[src/rtl/swa_pkg.sv]
// shared constants for the serial register word access block
`default_nettype none
package swa_pkg;
   // -----------------------------------------------------------------
   // request word layout
   // -----------------------------------------------------------------
   localparam int WORD_W = 16;
   localparam int DATA_W = 10;
   localparam int ADDR_W = 5;
   localparam int DATA_MSB = 15;
   localparam int DATA_LSB = 6;
   localparam int ADDR_MSB = 5;
   localparam int ADDR_LSB = 1;
   localparam int RW_BIT = 0;
   localparam logic OP_WRITE = 1'b0;
   localparam logic OP_READ = 1'b1;
   // -----------------------------------------------------------------
   // register map
   // -----------------------------------------------------------------
   localparam int PAGE_W = 2;
   localparam logic [ADDR_W-1:0] RSVD_ADDR = 5'h00;
   localparam logic [ADDR_W-1:0] PAGE_SEL_ADDR = 5'h01;
   localparam int BSP_PAGE_LSB = 2;
   localparam int UC_PAGE_LSB = 0;
   localparam logic [DATA_W-1:0] PAGE_SEL_RST = 10'h000;
   localparam logic [DATA_W-1:0] REG_RST = 10'h000;
   // -----------------------------------------------------------------
   // burst sample stream
   // -----------------------------------------------------------------
   localparam int SAMPLE_W = 15;
   localparam int GAP_BITS = 16;
   localparam int FIFO_DEPTH = 16;
endpackage : swa_pkg
`default_nettype wire

[src/rtl/swa_sample_fifo.sv]
// flip-flop fifo for burst sample words
`default_nettype none
module swa_sample_fifo #(
   parameter int WIDTH = 16,
   parameter int DEPTH = 16
) (
   // clock and reset
   input wire logic sys_clk_i,
   input wire logic nrst_i,
   input wire logic clk_en_i,
   // fill side
   input wire logic in_valid_i,
   output logic in_ready_o,
   input wire logic [WIDTH-1:0] in_data_i,
   // drain side
   output logic out_valid_o,
   input wire logic out_ready_i,
   output logic [WIDTH-1:0] out_data_o
);
   localparam int PW = $clog2(DEPTH);

   initial begin
      if (DEPTH < 2 || (1 << PW) != DEPTH) $error("fifo depth must be a power of two");
   end

   logic [WIDTH-1:0] mem_q [DEPTH];
   logic [PW-1:0] wr_q;
   logic [PW-1:0] rd_q;
   logic [PW:0] cnt_q;
   logic push;
   logic pop;

   assign in_ready_o = (cnt_q != (PW+1)'(DEPTH));
   assign out_valid_o = (cnt_q != '0);
   assign out_data_o = mem_q[rd_q];
   assign push = in_valid_i && in_ready_o;
   assign pop = out_valid_o && out_ready_i;

   always_ff @(posedge sys_clk_i) begin
      if (clk_en_i && push) begin
         mem_q[wr_q] <= in_data_i;
      end
   end

   always_ff @(posedge sys_clk_i or negedge nrst_i) begin
      if (!nrst_i) begin
         wr_q <= '0;
         rd_q <= '0;
         cnt_q <= '0;
      end else if (clk_en_i) begin
         if (push) wr_q <= wr_q + 1'b1;
         if (pop) rd_q <= rd_q + 1'b1;
         cnt_q <= cnt_q + (PW+1)'(push) - (PW+1)'(pop);
      end
   end

   a_no_overflow: assert property (@(posedge sys_clk_i) disable iff (!nrst_i)
      cnt_q == (PW+1)'(DEPTH) |-> !in_ready_o)
      else $error("fifo full but ready");
endmodule : swa_sample_fifo
`default_nettype wire

[src/rtl/swa_serial_register_word_access.sv]
// register word access and burst sample transmit path
// -----------------------------------------------------------------------
// Overview of operation
// requests are single 16-bit words
// bits 15:6 carry ten data bits
// bits 5:1 address, qualified by page
// bit 0: zero writes, one reads
// read requests ignore the data field
// same format on both serial ports
// burst samples leave on baseband transmit side
// sample bits 15:1, bit 0 I/Q
// one bit per 13 MHz clock edge
// stream averages 8.66 Mbps, must be absorbed (the link here carries at most 6.5 Mbps)
// one word time gap between words
// link idle about a third of burst (with the 16-bit gap it is idle half the time)
// read reply returns data in bits 15:6
// reserved writes change no register
// -----------------------------------------------------------------------
`default_nettype none
module swa_serial_register_word_access #(
   parameter int PAGES = 4,
   parameter int GAP_BITS = swa_pkg::GAP_BITS,
   parameter int FIFO_DEPTH = swa_pkg::FIFO_DEPTH
) (
   // clock and reset
   input wire logic sys_clk_i,
   input wire logic nrst_i,
   input wire logic clk_en_i,
   // baseband serial port, received request words
   input wire logic bsp_req_valid_i,
   output logic bsp_req_ready_o,
   input wire logic [swa_pkg::WORD_W-1:0] bsp_req_word_i,
   // baseband serial port, reply words
   output logic bsp_reply_valid_o,
   output logic [swa_pkg::WORD_W-1:0] bsp_reply_word_o,
   // microcontroller serial port, received request words
   input wire logic uc_req_valid_i,
   output logic uc_req_ready_o,
   input wire logic [swa_pkg::WORD_W-1:0] uc_req_word_i,
   // microcontroller serial port, reply words
   output logic uc_reply_valid_o,
   output logic [swa_pkg::WORD_W-1:0] uc_reply_word_o,
   // downlink codec samples
   input wire logic burst_active_i,
   input wire logic sample_valid_i,
   output logic sample_ready_o,
   input wire logic [swa_pkg::SAMPLE_W-1:0] sample_i,
   input wire logic sample_is_q_i,
   // baseband serial port transmit pins
   input wire logic master_clock_13m_i,
   output logic bsp_tx_data_o,
   output logic bsp_tx_frame_o
);
   // -----------------------------------------------------------------
   // parameter checks
   // -----------------------------------------------------------------
   initial begin
      if (PAGES < 1 || PAGES > (1 << swa_pkg::PAGE_W)) $error("PAGES out of range");
      if (GAP_BITS < 1) $error("GAP_BITS must be positive");
   end

   localparam int NREG = 1 << swa_pkg::ADDR_W;
   localparam int DW = swa_pkg::DATA_W;
   localparam int AW = swa_pkg::ADDR_W;
   localparam int PW = swa_pkg::PAGE_W;

   // -----------------------------------------------------------------
   // request arbitration
   // -----------------------------------------------------------------
   // baseband port wins; the controller port stalls a cycle on a clash
   logic sel_bsp;
   logic req_take;
   logic [swa_pkg::WORD_W-1:0] req_word;

   assign bsp_req_ready_o = clk_en_i;
   assign uc_req_ready_o = clk_en_i && !bsp_req_valid_i;
   assign sel_bsp = bsp_req_valid_i;
   assign req_take = clk_en_i && (bsp_req_valid_i || uc_req_valid_i);
   assign req_word = sel_bsp ? bsp_req_word_i : uc_req_word_i;

   // -----------------------------------------------------------------
   // request word decode
   // -----------------------------------------------------------------
   logic [DW-1:0] req_data;
   logic [AW-1:0] req_addr;
   logic req_is_read;
   logic [PW-1:0] req_page;
   logic page_ok;
   logic [DW-1:0] page_sel_q;

   assign req_data = req_word[swa_pkg::DATA_MSB:swa_pkg::DATA_LSB];
   assign req_addr = req_word[swa_pkg::ADDR_MSB:swa_pkg::ADDR_LSB];
   assign req_is_read = (req_word[swa_pkg::RW_BIT] == swa_pkg::OP_READ);
   // each port keeps its own page field in the shared page select register
   assign req_page = sel_bsp ? page_sel_q[swa_pkg::BSP_PAGE_LSB +: PW]
                             : page_sel_q[swa_pkg::UC_PAGE_LSB +: PW];
   assign page_ok = (int'(req_page) < PAGES);

   logic wr_en;
   logic wr_page_sel;
   logic wr_reg;

   // read requests never reach the write path, so their data is ignored
   assign wr_en = req_take && !req_is_read;
   assign wr_page_sel = wr_en && (req_addr == swa_pkg::PAGE_SEL_ADDR);
   // reserved address and absent pages are dropped
   assign wr_reg = wr_en && page_ok && (req_addr != swa_pkg::RSVD_ADDR)
                   && (req_addr != swa_pkg::PAGE_SEL_ADDR);

   // -----------------------------------------------------------------
   // register storage
   // -----------------------------------------------------------------
   logic [DW-1:0] regs_q [PAGES][NREG];

   // page select sits at the same address on every page
   always_ff @(posedge sys_clk_i or negedge nrst_i) begin
      if (!nrst_i) begin
         page_sel_q <= swa_pkg::PAGE_SEL_RST;
      end else if (clk_en_i && wr_page_sel) begin
         page_sel_q <= req_data;
      end
   end

   always_ff @(posedge sys_clk_i or negedge nrst_i) begin
      if (!nrst_i) begin
         for (int p = 0; p < PAGES; p++) begin
            for (int a = 0; a < NREG; a++) begin
               regs_q[p][a] <= swa_pkg::REG_RST;
            end
         end
      end else if (clk_en_i && wr_reg) begin
         regs_q[req_page][req_addr] <= req_data;
      end
   end

   // -----------------------------------------------------------------
   // read path
   // -----------------------------------------------------------------
   logic [DW-1:0] rd_data;

   always_comb begin
      rd_data = '0;
      if (req_addr == swa_pkg::PAGE_SEL_ADDR) begin
         rd_data = page_sel_q;
      end else if (page_ok && req_addr != swa_pkg::RSVD_ADDR) begin
         rd_data = regs_q[req_page][req_addr];
      end
   end

   logic [swa_pkg::WORD_W-1:0] reply_d;

   always_comb begin
      reply_d = '0;
      reply_d[swa_pkg::DATA_MSB:swa_pkg::DATA_LSB] = rd_data;
      reply_d[swa_pkg::ADDR_MSB:swa_pkg::ADDR_LSB] = req_addr;
      reply_d[swa_pkg::RW_BIT] = swa_pkg::OP_READ;
   end

   // reply words are returned on the port that asked
   always_ff @(posedge sys_clk_i or negedge nrst_i) begin
      if (!nrst_i) begin
         bsp_reply_valid_o <= 1'b0;
         uc_reply_valid_o <= 1'b0;
      end else if (clk_en_i) begin
         bsp_reply_valid_o <= req_take && req_is_read && sel_bsp;
         uc_reply_valid_o <= req_take && req_is_read && !sel_bsp;
      end
   end

   always_ff @(posedge sys_clk_i or negedge nrst_i) begin
      if (!nrst_i) begin
         bsp_reply_word_o <= '0;
         uc_reply_word_o <= '0;
      end else if (clk_en_i && req_take && req_is_read) begin
         if (sel_bsp) bsp_reply_word_o <= reply_d;
         else uc_reply_word_o <= reply_d;
      end
   end

   // -----------------------------------------------------------------
   // master clock synchroniser and bit tick
   // -----------------------------------------------------------------
   logic mclk_s1_q;
   logic mclk_s2_q;
   logic mclk_s3_q;
   logic bit_tick;

   always_ff @(posedge sys_clk_i or negedge nrst_i) begin
      if (!nrst_i) begin
         mclk_s1_q <= 1'b0;
         mclk_s2_q <= 1'b0;
         mclk_s3_q <= 1'b0;
      end else if (clk_en_i) begin
         mclk_s1_q <= master_clock_13m_i;
         mclk_s2_q <= mclk_s1_q;
         mclk_s3_q <= mclk_s2_q;
      end
   end

   // one tick per master clock rising edge; the pins then change
   // about three system clocks after the edge, still within the bit
   assign bit_tick = mclk_s2_q && !mclk_s3_q;

   // -----------------------------------------------------------------
   // sample buffering
   // -----------------------------------------------------------------
   // the buffer soaks up the gap after each word, but with a 16-bit gap the link carries
   // at most half the bit rate, so a long burst fills it and sample_ready_o stalls
   logic [swa_pkg::WORD_W-1:0] sample_word;
   logic fifo_in_valid;
   logic fifo_out_valid;
   logic fifo_out_ready;
   logic [swa_pkg::WORD_W-1:0] fifo_out_data;

   assign sample_word = {sample_i, sample_is_q_i};
   // samples are only taken while a burst is being received
   assign fifo_in_valid = sample_valid_i && burst_active_i;

   swa_sample_fifo #(
      .WIDTH(swa_pkg::WORD_W),
      .DEPTH(FIFO_DEPTH)
   ) u_fifo (
      .sys_clk_i(sys_clk_i),
      .nrst_i(nrst_i),
      .clk_en_i(clk_en_i),
      .in_valid_i(fifo_in_valid),
      .in_ready_o(sample_ready_o),
      .in_data_i(sample_word),
      .out_valid_o(fifo_out_valid),
      .out_ready_i(fifo_out_ready),
      .out_data_o(fifo_out_data)
   );

   // -----------------------------------------------------------------
   // transmit serialiser
   // -----------------------------------------------------------------
   logic sh_ready;

   assign fifo_out_ready = sh_ready && clk_en_i;

   swa_word_shifter #(
      .GAP(GAP_BITS)
   ) u_shifter (
      .sys_clk_i(sys_clk_i),
      .nrst_i(nrst_i),
      .clk_en_i(clk_en_i),
      .bit_tick_i(bit_tick),
      .word_valid_i(fifo_out_valid),
      .word_ready_o(sh_ready),
      .word_i(fifo_out_data),
      .sd_o(bsp_tx_data_o),
      .fs_o(bsp_tx_frame_o)
   );

   // -----------------------------------------------------------------
   // checks
   // -----------------------------------------------------------------
   a_read_reply_data: assert property (@(posedge sys_clk_i) disable iff (!nrst_i)
      req_take && req_is_read && sel_bsp |=>
         bsp_reply_valid_o && bsp_reply_word_o[swa_pkg::RW_BIT]
         && bsp_reply_word_o[swa_pkg::DATA_MSB:swa_pkg::DATA_LSB] == $past(rd_data))
      else $error("read reply missing or wrong");

   a_write_no_reply: assert property (@(posedge sys_clk_i) disable iff (!nrst_i)
      req_take && !req_is_read |=> !bsp_reply_valid_o && !uc_reply_valid_o)
      else $error("write produced a reply");

   a_read_keeps_page: assert property (@(posedge sys_clk_i) disable iff (!nrst_i)
      req_take && req_is_read |=> $stable(page_sel_q))
      else $error("read changed page select");

   a_page_write: assert property (@(posedge sys_clk_i) disable iff (!nrst_i)
      req_take && !req_is_read && req_addr == swa_pkg::PAGE_SEL_ADDR
         |=> page_sel_q == $past(req_data))
      else $error("page select not written");

   a_rsvd_write: assert property (@(posedge sys_clk_i) disable iff (!nrst_i)
      req_take && !req_is_read && req_addr == swa_pkg::RSVD_ADDR
         |=> $stable(page_sel_q) && regs_q[0][swa_pkg::RSVD_ADDR] == swa_pkg::REG_RST)
      else $error("reserved write changed state");

   a_reg_write_lands: assert property (@(posedge sys_clk_i) disable iff (!nrst_i)
      wr_reg && req_page == '0 && req_addr == swa_pkg::ADDR_W'(2)
         |=> regs_q[0][2] == $past(req_data))
      else $error("register write lost");

   a_uc_stall: assert property (@(posedge sys_clk_i) disable iff (!nrst_i)
      bsp_req_valid_i && uc_req_valid_i |-> !uc_req_ready_o)
      else $error("controller port not stalled");

   a_uc_reply: assert property (@(posedge sys_clk_i) disable iff (!nrst_i)
      req_take && req_is_read && !sel_bsp ##1 clk_en_i |-> uc_reply_valid_o ##1 !uc_reply_valid_o)
      else $error("controller reply not a pulse");

   a_sample_gate: assert property (@(posedge sys_clk_i) disable iff (!nrst_i)
      !burst_active_i |-> !fifo_in_valid)
      else $error("sample taken outside burst");

   c_bsp_read: cover property (@(posedge sys_clk_i) disable iff (!nrst_i)
      bsp_reply_valid_o);
   c_uc_write: cover property (@(posedge sys_clk_i) disable iff (!nrst_i)
      req_take && !sel_bsp && !req_is_read);
   c_frame_out: cover property (@(posedge sys_clk_i) disable iff (!nrst_i)
      $rose(bsp_tx_frame_o));
   c_fifo_full: cover property (@(posedge sys_clk_i) disable iff (!nrst_i)
      sample_valid_i && burst_active_i && !sample_ready_o);
endmodule : swa_serial_register_word_access
`default_nettype wire

[src/rtl/swa_word_shifter.sv]
// shifts 16-bit sample words out msb first, one bit per master clock edge
`default_nettype none
module swa_word_shifter #(
   parameter int GAP = 16
) (
   // clock and reset
   input wire logic sys_clk_i,
   input wire logic nrst_i,
   input wire logic clk_en_i,
   input wire logic bit_tick_i,
   // word in
   input wire logic word_valid_i,
   output logic word_ready_o,
   input wire logic [swa_pkg::WORD_W-1:0] word_i,
   // serial out
   output logic sd_o,
   output logic fs_o
);
   initial begin
      if (GAP < 2 || GAP > 255) $error("gap out of range");
   end

   typedef enum logic [2:0] {
      SH_IDLE = 3'b001,
      SH_SHIFT = 3'b010,
      SH_GAP = 3'b100
   } swa_sh_e;

   swa_sh_e state_q;
   logic [swa_pkg::WORD_W-1:0] sh_q;
   logic [7:0] cnt_q;

   assign word_ready_o = (state_q == SH_IDLE) && bit_tick_i;

   always_ff @(posedge sys_clk_i or negedge nrst_i) begin
      if (!nrst_i) begin
         state_q <= SH_IDLE;
         sh_q <= '0;
         cnt_q <= '0;
         sd_o <= 1'b0;
         fs_o <= 1'b0;
      end else if (clk_en_i && bit_tick_i) begin
         fs_o <= 1'b0;
         case (state_q)
            SH_IDLE: begin
               if (word_valid_i) begin
                  sd_o <= word_i[swa_pkg::WORD_W-1];
                  fs_o <= 1'b1;
                  sh_q <= word_i << 1;
                  cnt_q <= 8'(swa_pkg::WORD_W - 1);
                  state_q <= SH_SHIFT;
               end
            end
            SH_SHIFT: begin
               if (cnt_q == '0) begin
                  // idle gap of about one word time before the next
                  // this tick is the first idle bit, so the gap state runs one short
                  sd_o <= 1'b0;
                  cnt_q <= 8'(GAP - 2);
                  state_q <= SH_GAP;
               end else begin
                  sd_o <= sh_q[swa_pkg::WORD_W-1];
                  sh_q <= sh_q << 1;
                  cnt_q <= cnt_q - 1'b1;
               end
            end
            SH_GAP: begin
               if (cnt_q == '0) state_q <= SH_IDLE;
               else cnt_q <= cnt_q - 1'b1;
            end
            default: state_q <= SH_IDLE;
         endcase
      end
   end

   a_frame_in_shift: assert property (@(posedge sys_clk_i) disable iff (!nrst_i)
      fs_o |-> state_q == SH_SHIFT)
      else $error("frame sync outside shift");
   a_gap_length: assert property (@(posedge sys_clk_i) disable iff (!nrst_i)
      $rose(state_q == SH_GAP) |-> cnt_q == 8'(GAP - 2) && !sd_o)
      else $error("gap not loaded");
   a_ready_on_tick: assert property (@(posedge sys_clk_i) disable iff (!nrst_i)
      word_ready_o |-> bit_tick_i)
      else $error("word taken off a bit tick");
endmodule : swa_word_shifter
`default_nettype wire

[config.mk]
export PLATFORM = sky130hd
export DESIGN_NAME = swa_serial_register_word_access
export DESIGN_NICKNAME = d
export VERILOG_FILES = /design/src/rtl/swa_pkg.sv /design/src/rtl/swa_sample_fifo.sv /design/src/rtl/swa_serial_register_word_access.sv /design/src/rtl/swa_word_shifter.sv
export SDC_FILE = /design/constraint.sdc
export NUM_CORES = 2
export LEC_CHECK = 0
export BUFFER_PORTS_ARGS = -buffer_cell sky130_fd_sc_hd__buf_2
export CAP_MARGIN = 20
export CELL_PAD_IN_SITES_DETAIL_PLACEMENT = 1
export CELL_PAD_IN_SITES_GLOBAL_PLACEMENT = 2
export CORE_MARGIN = 2
export CORE_UTILIZATION = 35
export CTS_CLUSTER_SIZE = 25
export DETAILED_ROUTE_END_ITERATION = 8
export PLACE_DENSITY = 0.76
export SLEW_MARGIN = 15
export SYNTH_ARGS = -nofsm -noshare
export SYNTH_HDL_FRONTEND = slang
export SYNTH_SLANG_ARGS = --single-unit
[constraint.sdc]
create_clock -name sys_clk_i -period 3 [get_ports sys_clk_i]
set_input_delay 0.6 -clock sys_clk_i [delete_from_list [all_inputs] [get_ports sys_clk_i]]
set_output_delay 0.6 -clock sys_clk_i [all_outputs]
set_load 0.01 [all_outputs]
; ---- Word-level counts from Yosys, hierarchy flattened
; Memories as Yosys holds them, arrays and structs flattened.
; Cells that the tools add are included.
[op_classes]
div_mod_pow = 0
n_eq_ne = 11
multipliers = 0
add_sub_neg = 5
n_reduce_logical = 40
shifts = 0
order_cmp = 4
bitwise = 3
mux = 33
[op_table]
columns = operator, count
row1 = $bwmux 1280, 1
row2 = $mux 320, 3
row3 = $bmux 320 s2, 1
row4 = $demux 320 s2, 1
row5 = $bmux 10 s5, 1
row6 = $demux 10 s5, 1
row7 = $mux 10, 5
row8 = $mux 16, 3
row9 = $pmux 16 s2, 1
row10 = $mux 8, 3
row11 = $pmux 8 s3, 1
row12 = $logic_and 1x1->1, 23
row13 = $reduce_and 4->1, 3
row14 = $reduce_bool 5->1, 2
row15 = $mux 3, 3
row16 = $pmux 3 s3, 1
row17 = $add 4x1->4 const B, 2
row18 = $logic_not 8->1, 1
row19 = $reduce_and 2->1, 4
row20 = $sub 8x1->8 const B, 1
row21 = $ge 6x6->1 const B, 1
row22 = $lt 6x1->1 const B, 1
row23 = $mux 1, 6
row24 = $ne 2x2->1 const B, 3
row25 = other kinds (21), 24
[totals]
ram_bits = 256
rom_bits = 0
n_memories = 1
input_bits = 56
latchBits = 0
elab_cells = 241
out_inout_bits = 39
ff_bits = 1369
[mem_list]
columns = name, depth, word_bits, rd, rd_ports_with_merged_regs, wr, line
row1 = u_fifo.mem_q, 16, 16, 1, 0, 1, swa_sample_fifo.sv:26  ; logic [WIDTH-1:0] mem_q [DEPTH];

; ---- Depth between registers and ports, before layout
[logic_depth]
word_depth = 10
mapped_depth = 16
depth_no_buf = 16

; ---- Hierarchy
; A second synthesis with hierarchy kept.
[unflattened]
cells_unflattened = 6368
hier_area_um2 = 67283.3
[modules_own_cells]
columns = module, instances, area_per_inst_um2, cells_per_inst, seq_area_each_um2
row1 = swa_serial_register_word_access, 1, 54866.4, 5678, 31605.3
row2 = swa_sample_fifo, 1, 10681.5, 551, 8012.7
row3 = swa_word_shifter, 1, 1735.4, 139, 701.9

; ---- Least setup slack after synthesis
; No wires, ideal clock.
[synth_timing]
path_type = register to register
from = reg u_fifo.cnt_q[2]
to = reg u_fifo.cnt_q[4]
path_buffers = 0
t_arrival_ps = 3168
setup_time_ps = 123
t_required_ps = 2877
stages_incl_launch_ff = 17
slack_ps = -291
period_less_slack_ps = 3291
cell_sequence = dfrtp_1 > inv_1 > ha_1 > nor4b_1 > nor4_1 > ha_1 > inv_1 > ha_1 > inv_1 > fa_1 > inv_1 > a21oi_1 > nor2_1 > nor2_1 > xnor2_1 > nand2_1 > xnor2_1
[synth_between]
elab_chain_cells = 4
word_cells_on_any_way = 6
cone_classes = 2 x add/sub / 1 x eq/ne / 3 x reduce/logical
[synth_lines]
columns = item, line
row1 = "start, declared", swa_sample_fifo.sv:29  ; logic [PW:0] cnt_q;
row2 = "start signal, assigned", swa_sample_fifo.sv:53  ; cnt_q <= cnt_q + (PW+1)'(push) - (PW+1)'(pop);
row3 = $ne 5x5->1, swa_sample_fifo.sv:33  ; assign in_ready_o = (cnt_q != (PW+1)'(DEPTH));
row4 = $logic_and 1x1->1, swa_sample_fifo.sv:36  ; assign push = in_valid_i && in_ready_o;
row5 = $add 5x1->5, swa_sample_fifo.sv:53
row6 = $sub 5x1->5 (*), swa_sample_fifo.sv:53
; Every way passes the cells marked *; elsewhere a longest branch is shown, timed or not.
; A chain may end at the register's enable or synchronous reset.

; ---- Worst setup path in the final report
[layout_timing]
from = reg page_sel_q[0]
to = reg bsp_reply_word_o[9] in the netlist's numbering
[layout_between]
elab_chain_cells = 10
[layout_lines]
columns = item, line
row1 = "start, declared", swa_serial_register_word_access.sv:89  ; logic [DW-1:0] page_sel_q;
row2 = "start signal, assigned", swa_serial_register_word_access.sv:118  ; page_sel_q <= swa_pkg::PAGE_SEL_RST;
row3 = "start signal, assigned", swa_serial_register_word_access.sv:120  ; page_sel_q <= req_data;
row4 = $mux 2, swa_serial_register_word_access.sv:95  ; assign req_page = sel_bsp ? page_sel_q[swa_pkg::BSP_PAGE_LSB +: PW]
row5 = $not 2->3 (not written as such), swa_serial_register_word_access.sv:146  ; rd_data = regs_q[req_page][req_addr];
row6 = $bmux 320 s2, swa_serial_register_word_access.sv:146
row7 = $mux 320 (not written as such) (2 in series), swa_serial_register_word_access.sv:146
row8 = $bmux 10 s5, swa_serial_register_word_access.sv:146
row9 = $mux 10 (not written as such) (2 in series), swa_serial_register_word_access.sv:146
row10 = $mux 10, swa_serial_register_word_access.sv:145  ; end else if (page_ok && req_addr != swa_pkg::RSVD_ADDR) begin
row11 = $mux 10, swa_serial_register_word_access.sv:143  ; if (req_addr == swa_pkg::PAGE_SEL_ADDR) begin
row12 = "end signal, assigned", swa_serial_register_word_access.sv:175  ; if (sel_bsp) bsp_reply_word_o <= reply_d;
row13 = "end, declared", swa_serial_register_word_access.sv:35  ; output logic [swa_pkg::WORD_W-1:0] bsp_reply_word_o,
; Every way passes these cells. The select of a mux whose other input is x is not followed.

==> flow_summary.toml <==
[floorplanning]
dieWidth_um = 443.2
std_cell_rows = 161
die_h_um = 443.2
dieArea_um2 = 196500
coreArea_um2 = 192200
initial_core_util = 0.3514
ios = 95

[synth]
synth_fp_nets = 6527
seq_area_frac_synth = 0.5941
synth_ff_type = "dfrtp_1"
syn_area_um2 = 67530
ys_warn_count = 0
synth_area_leaders = "dfrtp_1 48%, edfxtp_1 11%, mux4_2 7.6%"
synth.most_common_cell = "nand2_1"
avgSynthCellArea_um2 = 10.46
synth_top_area_cell = "dfrtp_1"
synth_edf_count = 256
synthArstFlopShare = 0.8351
synth_top_area_share = 0.4799
synth_common_cells = "1332 x nand2_1, 1295 x dfrtp_1, 762 x o21ai_0, 600 x nor2_1, 559 x a21oi_1"
ys_types = 75
ys_ff_latch = 1552
syn_inst = 6458

[placed_design]
numPortBuffers = 94
dp_slack_ns = -1.015
gp_congestion = 0.9036
dp_cells = 9190
hpwl_mm = 163.8

[worst_setup_path]
worstPathRequired_ns = 3.76
crit_end = "bsp_reply_word_o[9]"
critical_path.max_stage_delay_ns = 0.41
worstSetupStartpointType = "flop"
crit_chain = "mux2_8, buf_16, mux4_2, o22ai_1, buf_4, o21ai_0, buf_4, nand4_1, buf_4, o31a_1, a21oi_1"
rrSetupSlack_ns = -0.11
crit_family = "compound AO/OA/AOI/OAI gates"
crit_cells = 11
cp-startpoint = "page_sel_q[0]"
reg2reg_from = "page_sel_q[0]"
crit_arrival_ns = 3.87
r2r_end = "bsp_reply_word_o[9]"
critical_path.max_fanout = 9
worst-setup-path-type = "flop to flop"
timing.critical_path.mode_cell = "buf_4"
crit_path_top_delay_cell = "mux2_8"
critPathCaptureType = "flop"
path_buf_inv = 4
rr_worst_depth = 11

[timing]
tns_ns = -0.5189
fin_ws_ns = -0.1052
fin_crit_sh = 1.035
setup_violations = 12
slew_viol_final = 0
rsz0062_at_grt = "yes"
timing.hold.ws_ns = 0.09694
finalClockSkew_ns = 0.08058
fmax_mhz = 322.0
worst_pin_slew_ns = 0.9423
relSlewSlack = 0.3636
period_minus_slack_ns = 3.105
hold_viol = 0

[power]
cellPowerDensity_nw_per_um2 = 675.0
power.leakage_uw = 0.03535
power_uw = 56230
ir_worst_vdd_uv = 646.0

[layout]
fin_cells = 9532
finish.net_count = 6929
drive_above_1_share = 0.2073
area_delta_synth_final_pct = 23.37
fillCellCount = 20800

[global_routing]
grt_max_degree = 114
grt_antenna_before_repair = 12
grt-busiest-layer = "met2"
grt_use_total = 0.2473
grt-ovfl-total = 0
first_global_vias = 54760
met2_usage = 0.4037
grt_pass1_wl_mm = 366.5
met1_usage = 0.3369
use_met3 = 0.03657

[clocking]
cts_made_buffers = 174
path_clk_slew_ns = 0.07
cts_buffer_depth = 3
htreeDepth = 4
insertion_delay_ns = 0.86
root_buffer = "clkbuf_16"
clock-sinks = 1552
cts_tree = "built"

[routing]
route.detailed.drc = 0
vias = 52240
vias_per_cell = 5.480
dr.pass1.iters = 7
finalWirelength_mm = 242.8
drtIter0Drc = 4139
ant_nets = 0
wl_per_cell_um = 25.47

[outcome]
outcome = "finished with violations"
violations = "negative setup slack"

[worst_hold_path]
min_from = "sample_i[8]"
hp-class = "input pin to flop"

[job]
max-cap-violations = 0
[metal layers]
metal | part of all wire | wire, um
met1 | 0.44 | 106000
met2 | 0.48 | 115900
met3 | 0.052 | 12560
met4 | 0.034 | 8219
met5 | 0.000099 | 24
[registers in the layout, indices dropped and copies added, names as in the netlist]
signal,flops
regs_q,1208
u_fifo.mem_q,256
bsp_reply_word_o,16
uc_reply_word_o,16
u_shifter.sh_q,15
page_sel_q,10
u_shifter.cnt_q,8
u_fifo.cnt_q,5
u_fifo.rd_q,4
u_fifo.wr_q,4
u_shifter.state_q,3
bsp_reply_valid_o,1
mclk_s1_q,1
mclk_s2_q,1
mclk_s3_q,1
u_shifter.fs_o,1
u_shifter.sd_o,1
uc_reply_valid_o,1
[power breakdown]
part | internal [uW] | switching [uW] | leakage (uW)
clock | 13000 | 9470 | 0.00295
combinational | 4260 | 5980 | 0.0123
sequential | 22600 | 921 | 0.0201
[metrics by stage]
stage	utilization	instance area [um^2]
detailed placement	0.3983	76530
CTS	0.4322	83050
floorplan	-	67540
finish	0.4335	83310
global route	0.4335	83300
global placement	0.3983	76530
[worst reg2reg max path, cell delays in order (launching register included)]
cell	delay, ns
dfrtp_1	0.39
mux2_8	0.41
buf_16	0.21
mux4_2	0.35
o22ai_1	0.11
buf_4	0.16
o21ai_0	0.40
buf_4	0.19
nand4_1	0.10
buf_4	0.19
o31a_1	0.33
a21oi_1	0.15
[what timing repair did]
action / in CTS / in global routing
pin swaps: 3 / 12
setup buffers: 6 / 7
endpoints found under the setup margin: 21 / 35
endpoints found under the hold margin: 202 / 0
cloned: 4 / 1
gates resized for setup: 54 / 37
hold buffers: 2 / 0
[final cells by class]
cell class	instances	area (um^2)	area share
Antenna cell	5	12.51	0.0001502
Clock buffer	244	4947	0.05938
Clock inverter	73	1126	0.01352
Inverter	26	97.59	0.001171
Multi-Input combinational cell	4281	25470	0.3058
Sequential cell	1552	40130	0.4817
Tap cell	2526	3161	0.03794
Timing Repair Buffer	825	8364	0.1004
[cell usage in the layout (no fill, tap or decap), types with 11 or more instances in the layout]
| cell | n |
|---|---|
| buf_12 | 177 |
| mux2i_1 | 121 |
| a311oi_1 | 12 |
| clkbuf_1 | 37 |
| bufinv_16 | 15 |
| a31oi_1 | 31 |
| o22ai_1 | 27 |
| xnor2_1 | 12 |
| o21ai_0 | 756 |
| edfxtp_1 | 256 |
| nor2_1 | 597 |
| mux2i_4 | 16 |
| buf_4 | 536 |
| clkbuf_16 | 175 |
| nand4_1 | 26 |
| clkinv_16 | 15 |
| dfrtp_1 | 1291 |
| mux4_2 | 229 |
| inv_1 | 25 |
| mux2_2 | 15 |
| and3_1 | 16 |
| clkinv_2 | 33 |
| buf_6 | 11 |
| a21oi_1 | 554 |
| a32oi_1 | 21 |
| nand3_1 | 268 |
| clkbuf_8 | 33 |
| nor3_1 | 16 |
| buf_2 | 92 |
| nand2_1 | 1331 |
[kinds of logic after synthesis]
group	synth area share
DFF	0.5941
AOI/OAI and AO/OA	0.1224
muxes	0.1001
and+or+nand+nor	0.1396
adders and majority gates	0.002520
xor gates and xnor gates	0.001686
buffers and inverters	0.03958
[worst min path at each step]
stage | cells after the start | end | slack [ns]
6_report | 1 | u_fifo.mem_q[9][9] | 0.1
5_1_grt | 1 | u_fifo.mem_q[14][11] | 0.08
4_1_cts | 1 | u_fifo.mem_q[14][13] | 0.05
3_5_place_dp | 0 | regs_q[949] | 0.37
3_3_place_gp | 0 | regs_q[629] | 0.36
2_1_floorplan | 0 | bsp_reply_valid_o | 0.30
Power figures use the tool's default switching activity.
